<file path="src/common/dual_timer_cfg.svh">
// register offsets, bit positions, reset values and function codes of the timer pair
`ifndef DUAL_TIMER_CFG_SVH
`define DUAL_TIMER_CFG_SVH

// ==========================================================
// register offsets
`define REG_LOW_CTRL 2'h0
`define REG_HIGH_CTRL 2'h1
`define REG_LOW_DATA 2'h2
`define REG_HIGH_DATA 2'h3

// ==========================================================
// status control bit positions
`define BIT_RUN 7
`define BIT_SUSPEND 6
`define BIT_IRQ_EN 5
`define BIT_CAPTURE_DONE 4
`define BIT_RESULT_HELD 3
`define BIT_OVF_MATCH 2
`define BIT_INIT_LEVEL 1
`define BIT_PIN_DRIVE 0

// ==========================================================
// reset values
`define CTRL_BIT_RESET 1'b0
`define DATA_RESET 8'h00
`define READ_IDLE 8'h00

// ==========================================================
// function select codes and groups
`define FS_PWM_VAR 4'h4
`define FS_PWC_HIGH_CYCLE 4'h9
`define FS_GROUP_PWC 2'h2
`define FS_GROUP_CAPTURE 2'h3
`define FS_GROUP_INTERVAL 3'h0

`endif

</file>
<file path="src/common/dual_timer_pkg.sv">
// types shared by the timer pair status control logic
package dual_timer_pkg;

    // ==========================================================
    // types
    typedef logic [3:0] func_sel_t;
    typedef logic [7:0] byte_t;
    typedef logic [1:0] reg_addr_t;

endpackage : dual_timer_pkg

</file>
<file path="src/design/dual_timer_status_control.sv">
// run, suspend, flag, output and interrupt control of an 8-bit timer pair with 16-bit cascade
//
// Decided for this implementation: the address map and the plain strobed port.
`include "dual_timer_cfg.svh"

module dual_timer_status_control
    import dual_timer_pkg::*;
(
    input wire logic clk_sys,
    input wire logic reset_n,
    input wire reg_addr_t reg_addr,
    input wire byte_t reg_wdata,
    input wire logic reg_write,
    input wire logic reg_read,
    input wire logic reg_read_rmw,
    output byte_t reg_rdata,
    input wire func_sel_t function_select_low,
    input wire func_sel_t function_select_high,
    input wire logic [1:0] overflow_irq_gate,
    input wire logic width_select_16,
    input wire logic [1:0] measure_done,
    input wire logic [1:0] measure_high_pulse,
    input wire logic [1:0] capture_edge,
    input wire logic [1:0] count_match,
    input wire logic [1:0] count_overflow,
    input wire logic [15:0] measured_count,
    input wire logic [1:0] out_toggle,
    input wire logic [1:0] gpio_out,
    input wire logic [1:0] gpio_oe,
    output logic [1:0] count_enable,
    output logic [1:0] count_clear,
    output logic [15:0] compare_capture_data,
    output logic [1:0] timer_out_level,
    output logic [1:0] pin_out,
    output logic [1:0] pin_oe,
    output logic [1:0] irq
);

    // ==========================================================
    // mode decode
    function automatic logic is_pwc(input func_sel_t f);
        return f[3:2] == `FS_GROUP_PWC;
    endfunction : is_pwc

    function automatic logic is_capture(input func_sel_t f);
        return f[3:2] == `FS_GROUP_CAPTURE;
    endfunction : is_capture

    function automatic logic is_interval(input func_sel_t f);
        return f[3:1] == `FS_GROUP_INTERVAL;
    endfunction : is_interval

    function automatic logic is_pwm_var(input func_sel_t f);
        return f == `FS_PWM_VAR;
    endfunction : is_pwm_var

    func_sel_t fs [2];
    logic pwm_pair;
    logic cascade;
    logic [1:0] wr_ctrl;
    logic [1:0] rd_data;
    logic [1:0] ir_event;
    logic [1:0] store_ok;

    assign fs[0] = function_select_low;
    assign fs[1] = function_select_high;
    assign pwm_pair = is_pwm_var(fs[0]) | is_pwm_var(fs[1]);
    assign cascade = width_select_16;
    assign wr_ctrl[0] = reg_write && (reg_addr == `REG_LOW_CTRL);
    assign wr_ctrl[1] = reg_write && (reg_addr == `REG_HIGH_CTRL);
    assign rd_data[0] = reg_read && (reg_addr == `REG_LOW_DATA);
    assign rd_data[1] = reg_read && (reg_addr == `REG_HIGH_DATA);

    // ==========================================================
    // control and flag state
    logic [1:0] run;
    logic [1:0] susp;
    logic [1:0] ie;
    logic [1:0] ir;
    logic [1:0] bf;
    logic [1:0] flag;
    logic [1:0] so;
    logic [1:0] oe;
    byte_t data [2];
    logic [1:0] out_lvl;
    byte_t rdata;
    logic [1:0] next_run;
    logic [1:0] next_susp;
    logic [1:0] next_ie;
    logic [1:0] next_ir;
    logic [1:0] next_bf;
    logic [1:0] next_flag;
    logic [1:0] next_so;
    logic [1:0] next_oe;
    byte_t next_data [2];
    logic [1:0] next_out_lvl;
    byte_t next_rdata;

    always_comb begin
        next_run = run;
        next_susp = susp;
        next_ie = ie;
        next_ir = ir;
        next_bf = bf;
        next_flag = flag;
        next_so = so;
        next_oe = oe;
        next_data = data;
        next_out_lvl = out_lvl;
        ir_event = 2'b00;
        store_ok = 2'b00;
        for (int i = 0; i < 2; i++) begin
            ir_event[i] = (is_pwc(fs[i]) & measure_done[i]) | (is_capture(fs[i]) & capture_edge[i]);
            // a held result blocks a new one, except the high pulse of the combined code
            store_ok[i] = measure_done[i] & is_pwc(fs[i]) &
                          (!bf[i] | ((fs[i] == `FS_PWC_HIGH_CYCLE) & measure_high_pulse[i]));
        end
        for (int i = 0; i < 2; i++) begin
            if (wr_ctrl[i]) begin
                next_run[i] = reg_wdata[`BIT_RUN];
                next_susp[i] = reg_wdata[`BIT_SUSPEND];
                next_ie[i] = reg_wdata[`BIT_IRQ_EN];
                next_oe[i] = reg_wdata[`BIT_PIN_DRIVE];
            end
            if (wr_ctrl[1 - i] && !reg_wdata[`BIT_RUN] && (pwm_pair || cascade)) begin
                next_run[i] = 1'b0;
            end
            if (wr_ctrl[1 - i] && reg_wdata[`BIT_RUN] && pwm_pair) begin
                next_run[i] = 1'b1;
            end
            if (wr_ctrl[1 - i] && (pwm_pair || cascade)) begin
                next_susp[i] = reg_wdata[`BIT_SUSPEND];
            end
            if (wr_ctrl[i] && (!(run[0] | run[1]) || (i == 1 && cascade))) begin
                next_so[i] = reg_wdata[`BIT_INIT_LEVEL];
            end
            // flags: clear first, so a same-cycle event wins
            if (wr_ctrl[i] && !reg_wdata[`BIT_CAPTURE_DONE]) begin
                next_ir[i] = 1'b0;
            end
            if (ir_event[i]) begin
                next_ir[i] = 1'b1;
            end
            if (!(is_pwc(fs[i]) | is_capture(fs[i])) || (i == 1 && cascade)) begin
                next_ir[i] = 1'b0;
            end
            if (wr_ctrl[i] && !reg_wdata[`BIT_OVF_MATCH]) begin
                next_flag[i] = 1'b0;
            end
            if ((is_interval(fs[i]) & count_match[i]) |
                ((is_pwc(fs[i]) | is_capture(fs[i])) & count_overflow[i])) begin
                next_flag[i] = 1'b1;
            end
            if (is_pwm_var(fs[i]) || (i == 1 && cascade)) begin
                next_flag[i] = 1'b0;
            end
            // result held: data reads clear (in cascade only the high data read), stores set, and writes never touch it
            if (!cascade && rd_data[i]) begin
                next_bf[i] = 1'b0;
            end
            if (cascade && i == 0 && rd_data[1]) begin
                next_bf[i] = 1'b0;
            end
            if (store_ok[i] && !(i == 1 && cascade)) begin
                next_bf[i] = 1'b1;
            end
            if (!is_pwc(fs[i]) || (i == 1 && cascade)) begin
                next_bf[i] = 1'b0;
            end
            if (cascade ? store_ok[0] : store_ok[i]) begin
                next_data[i] = measured_count[i * 8 +: 8];
            end
            if (!run[i] && next_run[i]) begin
                next_out_lvl[i] = cascade ? next_so[0] : next_so[i];
            end else if (run[i] && out_toggle[i]) begin
                next_out_lvl[i] = !out_lvl[i];
            end
        end
    end

    always_ff @(posedge clk_sys or negedge reset_n) begin
        if (!reset_n) begin
            run <= {2{`CTRL_BIT_RESET}};
            susp <= {2{`CTRL_BIT_RESET}};
            ie <= {2{`CTRL_BIT_RESET}};
            ir <= {2{`CTRL_BIT_RESET}};
            bf <= {2{`CTRL_BIT_RESET}};
            flag <= {2{`CTRL_BIT_RESET}};
            so <= {2{`CTRL_BIT_RESET}};
            oe <= {2{`CTRL_BIT_RESET}};
            data[0] <= `DATA_RESET;
            data[1] <= `DATA_RESET;
            out_lvl <= {2{`CTRL_BIT_RESET}};
        end else begin
            run <= next_run;
            susp <= next_susp;
            ie <= next_ie;
            ir <= next_ir;
            bf <= next_bf;
            flag <= next_flag;
            so <= next_so;
            oe <= next_oe;
            data <= next_data;
            out_lvl <= next_out_lvl;
        end
    end

    // ==========================================================
    // register read port
    always_comb begin
        next_rdata = `READ_IDLE;
        if (reg_read) begin
            case (reg_addr)
                `REG_LOW_CTRL, `REG_HIGH_CTRL: begin
                    // rmw reads see ones so a write-back never clears a flag by accident
                    next_rdata = {run[reg_addr[0]], susp[reg_addr[0]], ie[reg_addr[0]],
                                  ir[reg_addr[0]] | reg_read_rmw, bf[reg_addr[0]],
                                  flag[reg_addr[0]] | reg_read_rmw,
                                  so[reg_addr[0]], oe[reg_addr[0]]};
                end
                `REG_LOW_DATA: begin
                    next_rdata = data[0];
                end
                `REG_HIGH_DATA: begin
                    next_rdata = data[1];
                end
                default: begin
                    next_rdata = `READ_IDLE;
                end
            endcase
        end
    end

    always_ff @(posedge clk_sys or negedge reset_n) begin
        if (!reset_n) begin
            rdata <= `READ_IDLE;
        end else begin
            rdata <= next_rdata;
        end
    end

    // ==========================================================
    // outputs
    always_comb begin
        for (int i = 0; i < 2; i++) begin
            // in cascade the upper half follows the low timer's run and suspend
            count_enable[i] = cascade ? (run[0] & !susp[0]) : (run[i] & !susp[i]);
            count_clear[i] = cascade ? !run[0] : !run[i];
            irq[i] = ie[i] & (ir[i] | (flag[i] & overflow_irq_gate[i]));
            pin_out[i] = oe[i] ? out_lvl[i] : gpio_out[i];
            pin_oe[i] = oe[i] ? 1'b1 : gpio_oe[i];
        end
    end

    assign reg_rdata = rdata;
    assign compare_capture_data = {data[1], data[0]};
    assign timer_out_level = out_lvl;
endmodule : dual_timer_status_control

</file>
<file path="config.mk">
export PLATFORM = sky130hd
export DESIGN_NAME = dual_timer_status_control
export DESIGN_NICKNAME = d
export VERILOG_FILES = /design/src/common/dual_timer_pkg.sv /design/src/design/dual_timer_status_control.sv
export VERILOG_INCLUDE_DIRS = /design/src /design/src/common
export SDC_FILE = /design/constraint.sdc
export NUM_CORES = 1
export LEC_CHECK = 0
export ABC_AREA = 1
export ABC_CLOCK_PERIOD_IN_PS = 1100
export BUFFER_PORTS_ARGS = -buffer_cell sky130_fd_sc_hd__clkbuf_2
export CORE_MARGIN = 2
export CORE_UTILIZATION = 43
export DETAILED_ROUTE_END_ITERATION = 12
export PLACE_DENSITY = 0.76
export SYNTH_ARGS = -nofsm -noshare
export SYNTH_HDL_FRONTEND = slang
export SYNTH_SLANG_ARGS = --single-unit
</file>
<file path="constraint.sdc">
create_clock -name clk_sys -period 1.1 [get_ports clk_sys]
set_input_delay 0 -clock clk_sys [delete_from_list [all_inputs] [get_ports clk_sys]]
set_output_delay 0 -clock clk_sys [all_outputs]
set_load 0.01 [all_outputs]
</file>
==> qor.yml, run 1 <==
finalPower_mw: 5.19
cp-start-kind: "flop"
hp-class: "primary input to flop"
synth_edf_count: 0
avgSynthCellArea_um2: 8.09
ir_worst_vdd_uv: 830
setup_violations: 6
drtIter0Drc: 240
grt_pass1_vias: 2504
start_util_pct: 44.1
avgRoutedWirePerCell_um: 14.4
clkSinkCount: 42
final_layout_size_suffix_gt1_share_pct: 40.9
overflow: 0
fmax_mhz: 804
synth_cell_types: 36
max_slew_margin_pct: 79.2
io_pins: 94
core_area_um2: 5040
die_h_um: 75.9
period_share_pct: 113
crit_type: "flop to output pin"
drc: 0
synth_cells: 275
clock_latency_ns: 0.30
vias: 2530
drtAntennaViolNets: 0
antenna_found_initial: 0
place_congestion: 0.867
die_w_um: 75.9
max_cap_viol_count: 0
cts_root_buffer: "clkbuf_8"
muxShareOfSynthArea_pct: 0
cts_tree: "done"
syn_to_final_growth_pct: 57.1
fin_nets: 487
synth_top_family_by_area: "simple AND/OR/NAND/NOR gates"
row_count: 26
fill_cells: 403
htreeDepth: 2
clockBufferDepth: 2
port_buffers: 92
utilization_pct: 69.3
status: "finished, violations left"
rsz0062_at_grt: "yes"
crit_path_end_kind: "output pin"
clock_skew_ns: 0.00569
dr.pass1.iters: 5
cts_inserted_buffers: 5
finalMaxSlewViolations: 0
cp.arrival_ns: 1.24
synthArstFlopShare_pct: 100
syn_nets: 333
synth_seq_cells: 42
synth-seq-area-share_pct: 47.3
place_hpwl_um: 4940
synthSimpleGateAreaFrac_pct: 29.2
synth-compound-area-share_pct: 15.4
dp_slack_ns: -0.0561
fin_crit_ns: 1.24
wl_um: 7220
die-area_um2: 5760
synth_fa_ha_area_share_pct: 0
antennaDiodeCount: 0
cp_data_required_time_ns: 1.10
path_max_fanout: 3
grt_max_degree: 43
synthFlopType: "dfrtp_1"
synth_xor_area_share_pct: 0.394
power_leakage_nw: 1.86
grt_pass1_wl_um: 11500
via_per_inst: 5.06
setup_ws_ns: -0.144
grt_util_all_layers_pct: 25.3
worstMarginPinSlew_ns: 0.311
ys_warn_count: 0
power_density_nw_per_um2: 1480
violations: "setup timing"
synth_area_um2: 2220
finalSetupTns_ns: -0.554
path_clk_slew_ns: 0.09
hold_viol_final: 0
## critical path, cell delays in order (launching register included)
cell and delay, ns:
dfrtp_1 0.41, inv_2 0.08, buf_6 0.11, nor2_4 0.03, a22o_1 0.18, clkbuf_2 0.13
## cells by family after synthesis
family,Yosys count
AOI/OAI and AO/OA,56
DFF,42
and+or+nand+nor,136
xor gates and xnor gates,1
buffers and inverters,40
## cell usage in the layout, fill, tap and decap left out, types with 2 or more instances in the layout
| cell | netlist | final |
|---|---|---|
| clkbuf_8 | 0 | 5 |
| buf_2 | 1 | 3 |
| clkinv_2 | 1 | 2 |
| buf_4 | 1 | 27 |
| dfrtp_1 | 42 | 42 |
| nor2_1 | 18 | 16 |
| o21ai_2 | 3 | 5 |
| o21ai_0 | 20 | 14 |
| a31oi_1 | 2 | 2 |
| nand3_2 | 4 | 5 |
| clkbuf_2 | 0 | 86 |
| nand2_1 | 77 | 74 |
| nand2_4 | 2 | 3 |
| inv_2 | 4 | 9 |
| nor2_8 | 2 | 2 |
| bufinv_16 | 0 | 2 |
| nand2_2 | 5 | 8 |
| inv_1 | 29 | 23 |
| nor3_1 | 2 | 2 |
| a221oi_1 | 5 | 4 |
| nand3_1 | 19 | 18 |
| a21oi_1 | 10 | 10 |
| or2_4 | 0 | 2 |
| nor2_2 | 1 | 2 |
| buf_6 | 2 | 6 |
| nor2_4 | 2 | 3 |
| o21ai_1 | 6 | 9 |
| dlygate4sd3_1 | 0 | 27 |
## flip-flops by register name (all words and copies together) (netlist names)
register and cells:
ie 2, reg_rdata 8, bf 2, susp 2, timer_out_level 2, run 2, oe 2, flag 2
so 2, compare_capture_data 16, ir 2
## cell type report
cell class	count	area (µm²)	area share, %
clock buffer	5	68.8	1.97
timing repair buffer	150	1010	28.8
sequential	42	1050	30.1
tap	70	87.6	2.51
inverter	36	141	4.05
clock inverter	3	68.8	1.97
multi-input combinational	194	1070	30.6
## Yosys cell counts, types with 3 or more instances
cell type,number,area share [%]
a21oi_1,10,2.3
a221oi_1,5,2.0
dfrtp_1,42,47
inv_1,29,4.9
inv_2,4,0.68
nand2_1,77,13
nand2_2,5,1.4
nand3_1,19,4.3
nand3_2,4,1.8
nor2_1,18,3.0
o21ai_0,20,4.5
o21ai_1,6,1.4
o21ai_2,3,1.2
## power by group
| group | switching, mW | internal (mW) |
|---|---|---|
| sequential | 0.212 | 1.81 |
| clock | 0.574 | 0.910 |
| combinational | 0.886 | 0.791 |
| total | 1.67 | 3.51 |
## through the flow
stage / hold WS, ns / instances / instance area, µm²
after global placement: -0.00881 / 451 / 2880
after detailed placement: -0.00484 / 451 / 2880
after global routing: 0.0204 / 500 / 3490
after CTS: 0.00199 / 495 / 3380
after floorplan: -0.296 / 275 / 2220
final: 0.00496 / 500 / 3490
## per-layer routing
layer | global-route usage, % | up-vias | part of all wire, %
li1 | - | 1214 | -
met1 | 30.4 | 1167 | 40
met2 | 43.4 | 129 | 50
met3 | 6.79 | 20 | 7.4
met4 | 10.2 | 0 | 2.3
met5 | 0 | - | 0
## final timing paths
kind	startpoint	endpoint	slack, ns	cells past startpoint
worst min-delay path	measure_done[0]	ir[0]	0.005	3
worst min register to register	compare_capture_data[2]	compare_capture_data[2]	0.51	2
max in group asynchronous	reset_n	bf[1]	0.70	3
min in group asynchronous	reset_n	oe[0]	0.20	3
worst max-delay path	run[1]	count_enable[1]	-0.14	5
worst max register to register	run[0]	timer_out_level[1]	-0.11	7
## timing repair
item	4_1_cts	5_1_grt
cloned	0	1
hold buffers	27	0
gates resized for setup	10	30
setup endpoints to repair	15	26
pin swaps	6	7
setup buffers	9	4
endpoints found under the hold margin	68	0
No activity file was read; power rests on OpenSTA's default activity.
==> inputs of run 2 (changes only) <==
Settings changed: ABC_CLOCK_PERIOD_IN_PS 1100 to 1600, CELL_PAD_IN_SITES_DETAIL_PLACEMENT set to 1, CELL_PAD_IN_SITES_GLOBAL_PLACEMENT set to 1, CORE_MARGIN 2 to unset, CORE_UTILIZATION 43 to 36, PLACE_DENSITY 0.76 to unset, PLACE_DENSITY_LB_ADDON set to 0.1.
Clock period 1.1 ns to 1.6 ns, I/O delays scaled along.
==> run 2 against run 1 <==
  * The flow now finishes without violations
  * Clock power shrank 52%
  * Register-to-register slack better by 0.37 ns
  * Final area decreased by 11%
  * Critical path depth shrank 1
  * Utilization fell by 17 points
  * First-iteration DRC count decreased by 73%
  * Total power decreased by 42%
  * Global-route usage down 2.3 points
  * Sequential power decreased by 32%
  * Via count is 7.9% lower
  * Critical path type unchanged
  * Largest cell class is now flip-flops and latches
  * Largest power group unchanged
  * Highest routed layer unchanged
==> qor.yml, run 2 (synthesis results as in run 1) <==
vias: 2330
layout_common_cells: "clkbuf_2 (92), nand2_1 (77), dfrtp_1 (42), inv_1 (29), dlygate4sd3_1 (23)"
place_congestion: 0.795
final_layout_size_suffix_gt1_share_pct: 32.4
cp_data_required_time_ns: 1.60
die_w_um: 80.6
cp.arrival_ns: 1.42
post_cts_buffers: 0
crit_path_end_kind: "output pin"
fmax_mhz: 706
cts_resized: 0
path_max_fanout: 7
reg2reg_to: "ir[1]"
syn_to_final_growth_pct: 39.2
r2r-start: "ir[1]"
power_density_nw_per_um2: 974
max_slew_margin_pct: 49.1
crit_chain: "inv_1 -> nor2_1 -> a22o_1 -> clkbuf_2"
largest_register_ffs: 16
max_stage_delay_ns: 0.44
fin_crit_ns: 1.42
clock_skew_ns: 0.00947
period_share_pct: 88.5
avgRoutedWirePerCell_um: 14.4
clock_latency_ns: 0.29
max_cap_viol_count: 0
wl_um: 6810
cts_root_buffer: "clkbuf_8"
p_sw_share_pct: 34.3
ir_worst_vdd_uv: 501
die_h_um: 80.6
clkPwrFrac_pct: 23.7
power_leakage_nw: 1.67
grt_pass1_wl_um: 11200
finalSetupTns_ns: 0
hold_viol_final: 0
drtIter0Drc: 66
pwr-share-seq_pct: 45.9
start_util_pct: 37.3
combPwrFrac_pct: 30.4
crit_type: "flop to output pin"
clockBufferDepth: 2
finalPower_mw: 3.01
p_sw_mw: 1.03
critPathTopFamily: "flip-flops"
rsz0062_at_grt: "no"
io_pins: 94
cp-start-kind: "flop"
finalMaxSlewViolations: 0
grt_util_all_layers_pct: 23.0
cp.buffers_inverters: 2
status: "finished clean"
hold_path_depth: 3
setup_violations: 0
htreeDepth: 2
grt_pass1_vias: 2401
core_area_um2: 5960
hp-class: "primary input to flop"
cp_slowest_cell: "dfrtp_1"
clkSinkCount: 42
layout_commonest_cell: "clkbuf_2"
via_per_inst: 4.93
cts_inserted_buffers: 5
rrSetupSlack_ns: 0.26
cts_hold_buf: 23
intPower_mw: 1.98
antenna_found_initial: 0
antennaDiodeCount: 0
cts_tree: "done"
drtAntennaViolNets: 0
dr.pass1.iters: 4
overflow: 0
port_buffers: 92
die-area_um2: 6490
row_count: 28
fin_nets: 455
path_clk_slew_ns: 0.08
r2r_cells: 3
hold_start: "out_toggle[1]"
drc: 0
worstMarginPinSlew_ns: 0.763
grt_max_degree: 30
place_hpwl_um: 5460
holdPathEnd: "timer_out_level[1]"
==> run 2: per-stage QoR <==
step,worst slack [ns],util [%],std cells,instance area [µm²],hold WS (ns)
after floorplan,0.486,-,275,2220,-0.296
after global placement,0.313,46.6,442,2770,0.101
after detailed placement,0.272,46.6,442,2770,0.109
after CTS,0.184,52.0,473,3090,0.00464
after global routing,0.118,52.0,473,3090,0.0196
final,0.184,52.0,473,3090,0.00375
==> run 2: power groups by stage <==
stage               combinational, mW  clock (mW)  sequential (mW)
global placement                0.852           0             1.40
detailed placement              0.881           0             1.41
global route                     1.03       0.763             1.41
CTS                             0.929       0.727             1.39
finish                          0.916       0.713             1.38
floorplan                       0.430           0             1.43
==> run 2: worst max path at each step <==
stage               slack, ns                       to  startpoint  cells after the start
finish                   0.18          count_enable[1]      run[0]                      4
global route             0.12          count_enable[1]      run[0]                      4
CTS                      0.18          count_enable[1]      run[0]                      4
floorplan                0.49       timer_out_level[1]      run[0]                      7
detailed placement       0.27  compare_capture_data[6]       bf[0]                      6
global placement         0.31  compare_capture_data[1]       bf[0]                      6
==> run 2: worst register-to-register path, stage by stage (launching register included) <==
cell and delay [ns]:
dfrtp_1 0.39, o21ai_0 0.10, a311oi_1 0.21, dlygate4sd3_1 0.58
==> run 2: metal layers <==
layer	wire, µm	track usage (%)	vias up
li1	-	-	1142
met4	59	5.71	0
met5	0	0	-
met1	3160	30.5	1120
met2	3280	39.4	61
met3	318	3.07	7
==> run 2: final cells by class <==
type / instances / area (µm²)
fill: 784 / 2860
sequential: 42 / 1050
multi-input combinational: 193 / 1000
timing repair buffer: 119 / 721
inverter: 36 / 136
tap: 75 / 93.8
clock buffer: 7 / 86.3
clock inverter: 1 / 5.00
==> inputs of run 3 (changes only) <==
Settings changed: CELL_PAD_IN_SITES_GLOBAL_PLACEMENT 1 to 2, CORE_UTILIZATION 36 to 28.
==> run 3 against run 2 <==
  * Final area up 2.8%
  * Largest power group unchanged
  * Combinational power about the same
  * Clock skew down 0.0023 ns
  * Sequential cell count unchanged
  * Worst setup slack better by 0.0055 ns
  * Sequential share of layout area down 0.92 points
  * Clock power up 1%
  * Global-route usage down 4.8 points
  * Non-clock buffer count up 5
==> qor.yml, run 3 (synthesis results as in run 1) <==
combPwrFrac_pct: 30.3
antenna_found_initial: 0
setup_violations: 0
power_leakage_nw: 1.69
post_cts_buffers: 0
htreeDepth: 2
grt_pass1_vias: 2386
fill_cells: 971
pwr-share-seq_pct: 45.7
drtIter0Drc: 60
dpl_cell_area_um2: 2800
holdWs_ns: 0.0207
rrSetupSlack_ns: 0.27
die_w_um: 91.1
wl_um: 7110
final_layout_size_suffix_gt1_share_pct: 31.8
finalMaxSlewViolations: 0
drtAntennaViolNets: 0
die_h_um: 91.1
path_clk_slew_ns: 0.08
clock_latency_ns: 0.29
drc: 0
postLayoutCellArea_um2: 3180
met1_length_um: 3330
core_area_um2: 7690
hold_viol_final: 0
hp-class: "primary input to flop"
layout_commonest_cell: "clkbuf_2"
grt_util_all_layers_pct: 18.2
hold_start: "measure_done[0]"
avgRoutedWirePerCell_um: 14.1
layout_common_cells: "clkbuf_2 (92), nand2_1 (77), dfrtp_1 (42), inv_1 (29), dlygate4sd3_1 (29)"
dr_wl_met2_um: 3330
utilization_pct: 41.4
dp_slack_ns: 0.261
multi_input_area_um2: 1000
reg2reg_to: "compare_capture_data[1]"
cp-start-kind: "flop"
dr.pass1.iters: 6
ff_latch_area_um2: 1050
place_congestion: 0.726
period_share_pct: 88.1
max_slew_margin_pct: 62.4
fmax_mhz: 709
finalSetupTns_ns: 0
fin_nets: 460
startpoint: "run[0]"
worstMarginPinSlew_ns: 0.564
top_layer_used: "met4"
via_per_inst: 4.55
cp_data_required_time_ns: 1.60
port_buffers: 92
cts_inserted_buffers: 5
vias: 2300
syn_to_final_growth_pct: 43.1
wl_met3_um: 405
crit_type: "flop to output pin"
r2r-start: "bf[0]"
power_density_nw_per_um2: 949
grt_pass1_wl_um: 11800
finalPower_mw: 3.02
cp.arrival_ns: 1.41
place_hpwl_um: 5470
crit_path_end_kind: "output pin"
io_pins: 94
clock_skew_ns: 0.00717
cts_root_buffer: "clkbuf_8"
row_count: 32
start_util_pct: 28.9
grt_max_degree: 43
clkPwrFrac_pct: 23.9
cts_tree: "done"
status: "finished clean"
p_sw_share_pct: 34.2
crit_end: "count_enable[1]"
die-area_um2: 8300
intPower_mw: 1.99
setup_ws_ns: 0.190
r2r_cells: 6
ir_worst_vdd_uv: 382
p_sw_mw: 1.03
max_cap_viol_count: 0
rsz0062_at_grt: "no"
antennaDiodeCount: 0
overflow: 0
fin_crit_ns: 1.41
path_max_fanout: 7
final_cells: 505
dpl.cell_count: 468
clockBufferDepth: 2
clkSinkCount: 42
largest_register_ffs: 16
==> run 3: changes by cell type in the layout (fill, tap and decap cells not counted), sizes merged <==
cell and change:
dlygate4sd3 +6, buf -1
==> run 3: layout make-up <==
cell class | count | share of cell area (%)
sequential | 42 | 33.0
multi-input combinational | 193 | 31.5
timing repair buffer | 124 | 24.3
inverter | 36 | 4.29
tap | 102 | 4.01
clock buffer | 7 | 2.71
clock inverter | 1 | 0.157
==> run 3: per-layer routing <==
| layer | global-route usage, % | up-vias |
|---|---|---|
| met4 | 3.57 | 0 |
| met1 | 25.2 | 1073 |
| li1 | - | 1155 |
| met5 | 0 | - |
| met3 | 3.77 | 4 |
| met2 | 29.4 | 68 |
==> run 3: power by group through the flow <==
stage	combinational, mW	sequential, mW	clock [mW]
CTS	0.932	1.39	0.749
global placement	0.863	1.41	0
detailed placement	0.872	1.41	0
floorplan	0.430	1.43	0
global route	1.03	1.42	0.797
finish	0.916	1.38	0.723
==> run 3: critical path, stage by stage, from the launching register on <==
cell and delay (ns):
dfrtp_1 0.43, inv_1 0.21, nor2_1 0.11, a22o_1 0.23
clkbuf_2 0.13
==> run 3: worst min path at each step <==
stage,end,slack (ns),cells past startpoint
2_1_floorplan,bf[0],-0.30,0
3_3_place_gp,flag[0],0.13,2
3_5_place_dp,flag[0],0.13,2
4_1_cts,ir[0],0.02,3
5_1_grt,ir[0],0.03,3
6_report,ir[0],0.02,3
==> run 3: timing repair <==
action	4_1_cts	5_1_grt
gates resized for setup	0	0
endpoints found under the setup margin	0	0
hold buffers	29	0
hold endpoints to repair	70	0
